--- src/shared/rcu_pkg.sv ---
package rcu_pkg;
    // clock and microsecond step
    localparam int unsigned CLK_FREQ_HZ   = 100_000_000;
    localparam int unsigned STEP_TIME_US  = 1;
    localparam int unsigned CYC_PER_STEP  = (CLK_FREQ_HZ / 1_000_000) * STEP_TIME_US;

    // timed outputs: five front-end outputs then six radio event timers
    localparam int unsigned NUM_FE        = 5;
    localparam int unsigned NUM_EVT       = 6;
    localparam int unsigned NUM_TMR       = NUM_FE + NUM_EVT;
    localparam int unsigned NUM_SEL       = 4;
    localparam int unsigned DLY_W         = 8;

    // pin function identifiers of the front-end outputs
    localparam logic [5:0]  PFID_FE_FIRST = 6'h37;   // 55
    localparam logic [5:0]  PFID_FE_LAST  = 6'h3B;   // 59

    // register byte offsets
    localparam logic [7:0]  OFS_TMR_CTRL0 = 8'h00;   // ctrl of timer i at 8*i
    localparam logic [7:0]  OFS_TMR_DLY0  = 8'h04;   // delays of timer i at 8*i+4
    localparam logic [7:0]  OFS_TMR_STEP  = 8'h08;
    localparam logic [7:0]  OFS_SEL_A     = 8'h60;   // diag_selector_pair_a
    localparam logic [7:0]  OFS_SEL_B     = 8'h64;   // diag_selector_pair_b
    localparam logic [7:0]  OFS_IRQ_STAT  = 8'h68;
    localparam logic [7:0]  OFS_IRQ_MASK  = 8'h6C;
    localparam logic [7:0]  OFS_OUT_STAT  = 8'h70;

    // field positions
    localparam int unsigned POS_CTRL_SET  = 0;       // [1:0] set reference edge
    localparam int unsigned POS_CTRL_CLR  = 2;       // [3:2] clear reference edge
    localparam int unsigned POS_CTRL_EN   = 4;       // [4] timer enable
    localparam int unsigned POS_DLY_SET   = 0;       // [7:0] set delay in us
    localparam int unsigned POS_DLY_CLR   = 8;       // [15:8] clear delay in us
    localparam int unsigned SEL_W         = 8;       // one selector per byte

    // reset values
    localparam logic [15:0] RST_REG16     = 16'h0000;
    localparam logic [3:0]  RST_IRQ4      = 4'h0;

    // reference edges of the transmit and receive windows
    typedef enum logic [1:0] {
        RCU_EDGE_TX_RISE = 2'b00,
        RCU_EDGE_TX_FALL = 2'b01,
        RCU_EDGE_RX_RISE = 2'b10,
        RCU_EDGE_RX_FALL = 2'b11
    } rcu_edge_e;

    // timer configuration
    typedef struct packed {
        logic             en;
        rcu_edge_e        clr_edge;
        rcu_edge_e        set_edge;
        logic [DLY_W-1:0] clr_dly;
        logic [DLY_W-1:0] set_dly;
    } rcu_tmr_cfg_s;

    // one diagnostic selector, byte layout {en, 2'b0, bsel, wsel}
    typedef struct packed {
        logic       en;
        logic [1:0] unused;
        logic [2:0] bsel;
        logic [1:0] wsel;
    } rcu_sel_s;

    // window edge events of one cycle
    typedef struct packed {
        logic rx_fall;
        logic rx_rise;
        logic tx_fall;
        logic tx_rise;
    } rcu_edges_s;
endpackage : rcu_pkg

--- src/rtl/rcu_radio_control_unit.sv ---
`timescale 1ns/100ps
module rcu_radio_control_unit
    import rcu_pkg::*;
#(
    parameter int unsigned CLK_HZ = rcu_pkg::CLK_FREQ_HZ,
    parameter int unsigned DLY_BITS = rcu_pkg::DLY_W
)
(
    // clock and reset
    input  wire logic                    clk_sys,
    input  wire logic                    rst,
    // apb slave
    input  wire logic                    psel,
    input  wire logic                    penable,
    input  wire logic                    pwrite,
    input  wire logic [7:0]              paddr,
    input  wire logic [31:0]             pwdata,
    output logic                         pready,
    output logic                         pslverr,
    output logic [31:0]                  prdata,
    // direct mac side
    input  wire logic                    tx_window,
    input  wire logic                    rx_window,
    input  wire logic [7:0]              mac_diag_bit,
    // timed outputs
    output logic [rcu_pkg::NUM_FE-1:0]   timed_frontend_output,
    output logic [rcu_pkg::NUM_EVT-1:0]  radio_event_timer,
    // pin multiplexer slice
    input  wire logic [5:0]              pin_function_id,
    output logic                         pin_func_out,
    // interrupt
    output logic                         radio_diag_interrupt
);
    import rcu_pkg::*;

    // refuse settings the logic cannot serve
    if (CLK_HZ < 1_000_000 || (CLK_HZ % 1_000_000) != 0)
        $error("clock must be a whole number of MHz");
    if (DLY_BITS != DLY_W)
        $error("delay width must match the 8-bit register fields");

    localparam int unsigned STEP_CYC = (CLK_HZ / 1_000_000) * STEP_TIME_US;
    localparam int unsigned PRE_W    = (STEP_CYC > 1) ? $clog2(STEP_CYC) : 1;
    localparam logic [PRE_W-1:0] PRE_LAST = PRE_W'(STEP_CYC - 1);

    // picks the event of the chosen reference edge
    function automatic logic edge_pick(input rcu_edges_s ev, input rcu_edge_e sel);
        logic r;
        r = 1'b0;
        case (sel)
            RCU_EDGE_TX_RISE: r = ev.tx_rise;
            RCU_EDGE_TX_FALL: r = ev.tx_fall;
            RCU_EDGE_RX_RISE: r = ev.rx_rise;
            RCU_EDGE_RX_FALL: r = ev.rx_fall;
            default:          r = 1'b0;
        endcase
        return r;
    endfunction : edge_pick

    // source selection of one diagnostic selector
    function automatic logic diag_pick(input rcu_sel_s s, input logic [7:0] mac, input logic [7:0] radio);
        logic r;
        r = 1'b0;
        if (s.en)
        begin
            if (s.wsel[1])
                r = radio[s.bsel];
            else
                r = mac[s.bsel];
        end
        return r;
    endfunction : diag_pick

    // register storage
    logic [15:0]         tmr_ctrl_reg [NUM_TMR];
    logic [15:0]         tmr_dly_reg  [NUM_TMR];
    logic [15:0]         sel_a_reg;
    logic [15:0]         sel_b_reg;
    logic [3:0]          irq_stat_reg;
    logic [3:0]          irq_mask_reg;
    logic [31:0]         prdata_reg;
    logic                tx_prev_reg;
    logic                rx_prev_reg;
    logic [PRE_W-1:0]    pre_reg;
    logic [NUM_TMR-1:0]  out_reg;
    logic [NUM_SEL-1:0]  src_prev_reg;

    // bus decode
    logic                acc;
    logic                setup;
    logic                wr;
    logic                is_tmr;
    logic [3:0]          tmr_idx;
    logic                hit;
    logic [31:0]         rd_word;
    logic [15:0]         rd_tmr;
    assign acc     = psel & penable;
    assign setup   = psel & ~penable;
    assign wr      = acc & pwrite & ~pslverr;
    assign tmr_idx = paddr[6:3];
    assign is_tmr  = (paddr < 8'(NUM_TMR * OFS_TMR_STEP)) && (paddr[1:0] == 2'b00);
    assign hit     = is_tmr
                   || paddr == OFS_SEL_A || paddr == OFS_SEL_B
                   || paddr == OFS_IRQ_STAT || paddr == OFS_IRQ_MASK
                   || paddr == OFS_OUT_STAT;
    assign pready  = 1'b1;
    assign pslverr = acc & ~hit;
    assign prdata  = prdata_reg;
    assign rd_tmr  = paddr[2] ? tmr_dly_reg[tmr_idx] : tmr_ctrl_reg[tmr_idx];

    // read mux, upper half reads zero
    always_comb
    begin
        rd_word = 32'h0000_0000;
        if (is_tmr)
            rd_word = {16'h0000, rd_tmr};
        else if (paddr == OFS_SEL_A)
            rd_word = {16'h0000, sel_a_reg};
        else if (paddr == OFS_SEL_B)
            rd_word = {16'h0000, sel_b_reg};
        else if (paddr == OFS_IRQ_STAT)
            rd_word = {28'h000_0000, irq_stat_reg};
        else if (paddr == OFS_IRQ_MASK)
            rd_word = {28'h000_0000, irq_mask_reg};
        else if (paddr == OFS_OUT_STAT)
            rd_word = {21'h00_0000, out_reg};
        else
            rd_word = 32'h0000_0000;
    end

    // read data captured in the setup cycle
    always_ff @(posedge clk_sys)
    begin
        if (rst)
            prdata_reg <= 32'h0000_0000;
        else if (setup && !pwrite)
            prdata_reg <= rd_word;
    end

    // timer register writes, low half only
    always_ff @(posedge clk_sys)
    begin
        if (rst)
        begin
            for (int i = 0; i < NUM_TMR; i++)
            begin
                tmr_ctrl_reg[i] <= RST_REG16;
                tmr_dly_reg[i]  <= RST_REG16;
            end
        end
        else if (wr && is_tmr)
        begin
            if (paddr[2])
                tmr_dly_reg[tmr_idx]  <= pwdata[15:0];
            else
                tmr_ctrl_reg[tmr_idx] <= pwdata[15:0];
        end
    end

    // selector and mask writes
    always_ff @(posedge clk_sys)
    begin
        if (rst)
        begin
            sel_a_reg    <= RST_REG16;
            sel_b_reg    <= RST_REG16;
            irq_mask_reg <= RST_IRQ4;
        end
        else if (wr)
        begin
            if (paddr == OFS_SEL_A)
                sel_a_reg <= pwdata[15:0];
            if (paddr == OFS_SEL_B)
                sel_b_reg <= pwdata[15:0];
            if (paddr == OFS_IRQ_MASK)
                irq_mask_reg <= pwdata[3:0];
        end
    end

    // window edge detection
    rcu_edges_s ev;
    assign ev.tx_rise = tx_window & ~tx_prev_reg;
    assign ev.tx_fall = ~tx_window & tx_prev_reg;
    assign ev.rx_rise = rx_window & ~rx_prev_reg;
    assign ev.rx_fall = ~rx_window & rx_prev_reg;

    // microsecond step
    logic step;
    assign step = (pre_reg == PRE_LAST);

    always_ff @(posedge clk_sys)
    begin
        if (rst)
        begin
            tx_prev_reg <= 1'b0;
            rx_prev_reg <= 1'b0;
            pre_reg     <= '0;
        end
        else
        begin
            tx_prev_reg <= tx_window;
            rx_prev_reg <= rx_window;
            pre_reg     <= step ? '0 : PRE_W'(pre_reg + 1'b1);
        end
    end

    // eleven identical timers: five front-end then six event timers
    for (genvar t = 0; t < NUM_TMR; t++)
    begin : g_tmr
        rcu_tmr_cfg_s       cfg;
        logic               set_ev;
        logic               clr_ev;
        logic               set_now;
        logic               clr_now;
        logic               set_pend_reg;
        logic               clr_pend_reg;
        logic [DLY_W-1:0]   set_cnt_reg;
        logic [DLY_W-1:0]   clr_cnt_reg;
        logic               out_next;

        assign cfg = {tmr_ctrl_reg[t][POS_CTRL_EN],
                      rcu_edge_e'(tmr_ctrl_reg[t][POS_CTRL_CLR +: 2]),
                      rcu_edge_e'(tmr_ctrl_reg[t][POS_CTRL_SET +: 2]),
                      tmr_dly_reg[t][POS_DLY_CLR +: DLY_W],
                      tmr_dly_reg[t][POS_DLY_SET +: DLY_W]};
        assign set_ev = cfg.en & edge_pick(ev, cfg.set_edge);
        assign clr_ev = cfg.en & edge_pick(ev, cfg.clr_edge);
        // zero delay acts at the edge, else on the last step of the count
        assign set_now = (set_ev && cfg.set_dly == '0)
                       || (set_pend_reg && step && set_cnt_reg == DLY_W'(1));
        assign clr_now = (clr_ev && cfg.clr_dly == '0)
                       || (clr_pend_reg && step && clr_cnt_reg == DLY_W'(1));
        // clear wins a tie; disabling drops the output
        assign out_next = !cfg.en ? 1'b0 : clr_now ? 1'b0 : set_now ? 1'b1 : out_reg[t];

        always_ff @(posedge clk_sys)
        begin
            if (rst)
            begin
                set_pend_reg <= 1'b0;
                set_cnt_reg  <= '0;
                out_reg[t]   <= 1'b0;
            end
            else
            begin
                out_reg[t] <= out_next;
                if (set_ev)
                begin
                    set_pend_reg <= (cfg.set_dly != '0);
                    set_cnt_reg  <= cfg.set_dly;
                end
                else if (!cfg.en)
                    set_pend_reg <= 1'b0;   // no stale count across a disable
                else if (set_pend_reg && step)
                begin
                    set_pend_reg <= (set_cnt_reg != DLY_W'(1));
                    set_cnt_reg  <= DLY_W'(set_cnt_reg - 1'b1);
                end
            end
        end

        always_ff @(posedge clk_sys)
        begin
            if (rst)
            begin
                clr_pend_reg <= 1'b0;
                clr_cnt_reg  <= '0;
            end
            else if (clr_ev)
            begin
                clr_pend_reg <= (cfg.clr_dly != '0);
                clr_cnt_reg  <= cfg.clr_dly;
            end
            else if (!cfg.en)
                clr_pend_reg <= 1'b0;
            else if (clr_pend_reg && step)
            begin
                clr_pend_reg <= (clr_cnt_reg != DLY_W'(1));
                clr_cnt_reg  <= DLY_W'(clr_cnt_reg - 1'b1);
            end
        end
    end

    // timed outputs leave straight from flip-flops
    assign timed_frontend_output = out_reg[NUM_FE-1:0];
    assign radio_event_timer     = out_reg[NUM_TMR-1:NUM_FE];

    // pin multiplexer slice for identifiers 55..59
    logic       pf_hit;
    logic [5:0] pf_ofs;
    assign pf_hit       = (pin_function_id >= PFID_FE_FIRST) && (pin_function_id <= PFID_FE_LAST);
    assign pf_ofs       = 6'(pin_function_id - PFID_FE_FIRST);
    assign pin_func_out = pf_hit ? out_reg[pf_ofs[2:0]] : 1'b0;

    // radio source word: windows on 7 and 6, event timers on 5..0
    logic [7:0]         radio_word;
    rcu_sel_s           sel [NUM_SEL];
    logic [NUM_SEL-1:0] src;
    logic [NUM_SEL-1:0] src_rise;
    assign radio_word = {tx_window, rx_window, out_reg[NUM_TMR-1:NUM_FE]};
    assign sel[0]     = rcu_sel_s'(sel_a_reg[0 +: SEL_W]);
    assign sel[1]     = rcu_sel_s'(sel_a_reg[SEL_W +: SEL_W]);
    assign sel[2]     = rcu_sel_s'(sel_b_reg[0 +: SEL_W]);
    assign sel[3]     = rcu_sel_s'(sel_b_reg[SEL_W +: SEL_W]);
    for (genvar s = 0; s < NUM_SEL; s++)
    begin : g_sel
        assign src[s] = diag_pick(sel[s], mac_diag_bit, radio_word);
    end
    assign src_rise = src & ~src_prev_reg;

    // sticky status, set wins over write-one-to-clear
    logic [3:0] stat_clr;
    assign stat_clr = (wr && paddr == OFS_IRQ_STAT) ? pwdata[3:0] : 4'h0;

    always_ff @(posedge clk_sys)
    begin
        if (rst)
        begin
            src_prev_reg <= '0;
            irq_stat_reg <= RST_IRQ4;
        end
        else
        begin
            src_prev_reg <= src;
            irq_stat_reg <= (irq_stat_reg & ~stat_clr) | src_rise;
        end
    end

    // level interrupt while any unmasked status bit stands
    assign radio_diag_interrupt = |(irq_stat_reg & irq_mask_reg);

endmodule : rcu_radio_control_unit

--- config.mk ---
export PLATFORM = sky130hd
export DESIGN_NAME = rcu_radio_control_unit
export DESIGN_NICKNAME = d
export VERILOG_FILES = /design/src/shared/rcu_pkg.sv /design/src/rtl/rcu_radio_control_unit.sv
export SDC_FILE = /design/constraint.sdc
export NUM_CORES = 2
export LEC_CHECK = 0
export CORE_MARGIN = 2
export CORE_UTILIZATION = 55
export CTS_CLUSTER_SIZE = 28
export DETAILED_ROUTE_END_ITERATION = 12
export DONT_BUFFER_PORTS = 1
export GPL_ROUTABILITY_DRIVEN = 0
export PLACE_DENSITY = 0.7
export RECOVER_POWER = 50
export SYNTH_ARGS = -nofsm -noshare
export SYNTH_HDL_FRONTEND = slang
export SYNTH_SLANG_ARGS = --single-unit
--- constraint.sdc ---
create_clock -name clk_sys -period 4.2 [get_ports clk_sys]
set_clock_uncertainty 0.1 [all_clocks]
set_input_delay 0.21 -clock clk_sys [delete_from_list [all_inputs] [get_ports clk_sys]]
set_output_delay 0.21 -clock clk_sys [all_outputs]
set_load 0.02 [all_outputs]
==> run_results.csv <==
group,metric,value,unit
placement,place_area,39000,um^2
setup_path,path_depth,7,
setup_path,path_common_cell,"clkbuf_1",
yosys,synth-edff-count,464,
timing,fin_tns_setup,0,ns
setup_path,worstRegToRegCells,8,
yosys,netlist_area,37800,um^2
timing,max_freq,283,MHz
worst_hold_path,min_path_cells,5,
detailed_routing,first_pass_iters,7,
final_layout,nFillCells,5302,
setup_path,path_buf_inv,3,
run_status,status,"complete, but fails checks",
yosys,synthTopCellsByCount,"nor2_1, edfxtp_1, dfxtp_1",
yosys,synth_top_area_share,36.9,%
yosys,synth.largest_area_cell,"edfxtp_1",
final_layout,layout-drive-gt1-share,10.7,%
final_layout,fin_nets,3623,
yosys,yosys-top-cells-area,"edfxtp_1, dfxtp_1, mux4_2",
worst_hold_path,hold_path_class,"input port to register",
detailed_routing,wl,117000,um
final_layout,multi_input_area,16800,um^2
detailed_routing,drt_iter0_markers,4271,
timing,whs,0.0225,ns
run_status,violations,"max-capacitance violations, max-slew violations",
setup_path,cpLargestDelayFamily,"buffers and inverters",
grt,grt_max_degree,229,
grt,grt_pass1_wl,173000,um
yosys,ys_async_sr_fraction,0,%
yosys,synth_flop_cell,"edfxtp_1",
timing,setup_slack,0.662,ns
yosys,ys_seq_area_share,53.3,%
placement,hpwl,78200,um
setup_path,required,4.36,ns
detailed_routing,route.detailed.drc,0,
timing,relSlewSlack,-98.3,%
clock_tree,clock-sinks,774,
power_and_ir_drop,cellLeakagePower,14.3,nW
clock_tree,root_buffer,"clkbuf_16",
placement,dp_cells,4245,
die,dieArea,70800,um^2
final_layout,stdcell_count,4477,
setup_path,critPathKind,"input port to register",
setup_path,arrival,3.70,ns
die,initial_core_util,55.3,%
yosys,yosysUniqueCellTypes,82,
power_and_ir_drop,irDropWorstVdd,398,uV
die,ios,108,
clock_tree,cts_inserted_buffers,84,
grt,global_route.usage.total,32.7,%
final_layout,utilization,62.1,%
yosys,yosys.cell_count.top_type,"nor2_1",
final_layout,seq_area,20100,um^2
timing,finalSetupViolCount,0,
detailed_routing,routedWlPerCell,26.1,um
die,fp.dieW,266,um
die,die_h,266,um
job,maxCapViolCount,1,
power_and_ir_drop,total_power,17.8,mW
timing,fin_crit,3.54,ns
clock_tree,cts_hold_buf,67,
die,fp-row-count,96,
clock_tree,clkTransAtPathRegs,0.06,ns
setup_path,crit_slowest_cell,"clkbuf_1",
power_and_ir_drop,powerDensity,419,nW/um^2
final_layout,area_delta_synth_final,12.3,%
clock_tree,insertion_delay,0.65,ns
clock_tree,cts_resized,0,
setup_path,cp-end-kind,"register",
clock_tree,cts_buffer_depth,3,
yosys,avgSynthCellArea,11.2,um^2
grt,grt.overflow.total,0,
detailed_routing,ant_nets,0,
clock_tree,cts_tree,"built",
setup_path,worstPathMaxFanout,148,
yosys,netlist_instances,3367,
detailed_routing,vias,29528,
timing,hold_viol,0,
clock_tree,htree_levels,3,
timing,drv_slew,229,
yosys,ys_ff_latch,774,
grt,grt_pass1_vias,28585,
die,coreArea,68300,um^2
clock_tree,post_cts_buffers,0,
timing,grt_setup_unrepaired,"false",
setup_path,slowest_delay,0.91,ns
grt,antenna_found_initial,13,
setup_path,worstPathCellList,"a21o_1 > a2111oi_0 > clkbuf_1 > nand3_1 > clkbuf_2 > nand2_1 > clkbuf_1",
placement,port_buffers,0,
timing,tightest_slew,2.97,ns
timing,period_share,84.2,%
yosys,yosys_warnings,0,
placement,place_ws,0.613,ns
detailed_routing,viasPerCell,6.60,
setup_path,startpoint_type,"input port",
final_layout,post-route-cell-area,42400,um^2
## cell type report
cell class	instances	share of cell area (%)
diodes	7	0.0413
clock buffers	121	5.81
clock inverters	37	0.935
inverters	137	1.21
multi-input cells	2400	39.6
flip-flops and latches	774	47.5
well taps	882	2.60
repair buffers	119	2.32
## cell families (layout without fill, tap and decap cells)
logic type	after synthesis	count (layout)	synth area share, %
AOI/OAI and AO/OA	547	547	10.2
xor gates and xnor gates	110	110	2.55
and+or+nand+nor	1274	1274	16.1
muxes	262	262	12.5
DFF	774	774	53.3
other	2	168	0.0199
buffers and inverters	352	414	3.87
adders and majority gates	46	46	1.52
## final timing paths
| path | startpoint | to | slack, ns |
|---|---|---|---|
| max | paddr[3] | tmr_ctrl_reg[0][14] | 0.66 |
| min | paddr[0] | prdata[2] | 0.02 |
| min reg2reg | src_prev_reg[3] | irq_stat_reg[3] | 0.33 |
| max reg2reg | pre_reg[0] | g_tmr[9].set_cnt_reg[6] | 1.10 |
## placed cells by master, fill, tap and decap left out, types with 88 or more instances in the layout
cell type,count
mux4_2,168
a21oi_1,136
a211oi_1,116
conb_1,161
nand3_1,96
inv_1,134
nand2_1,257
edfxtp_1,464
nor2_1,525
dfxtp_1,310
clkbuf_16,88
## worst register-to-register path, stage by stage, from the launching register on
cell,delay [ns]
dfxtp_1,0.37
ha_1,0.37
and2_1,0.51
buf_4,0.26
buf_4,0.18
and3_1,0.33
o21ai_0,0.29
a221oi_1,0.33
a21oi_1,0.11
## report_power, final
part | internal [mW] | switching, mW | total [mW]
combinational | 0.610 | 0.870 | 1.48
clock | 4.43 | 3.16 | 7.59
sequential | 8.40 | 0.325 | 8.72
total | 13.4 | 4.35 | 17.8
## metal layers
metal  part of all wire (%)  vias to the layer above  track usage, %
met5                   0.27                        -            1.39
met4                    5.6                       18            16.4
met3                     13                      437            11.5
met2                     45                     1852            49.9
met1                     36                    14424            41.4
li1                       -                    12797               -
No activity file was read; power rests on OpenSTA's default activity.
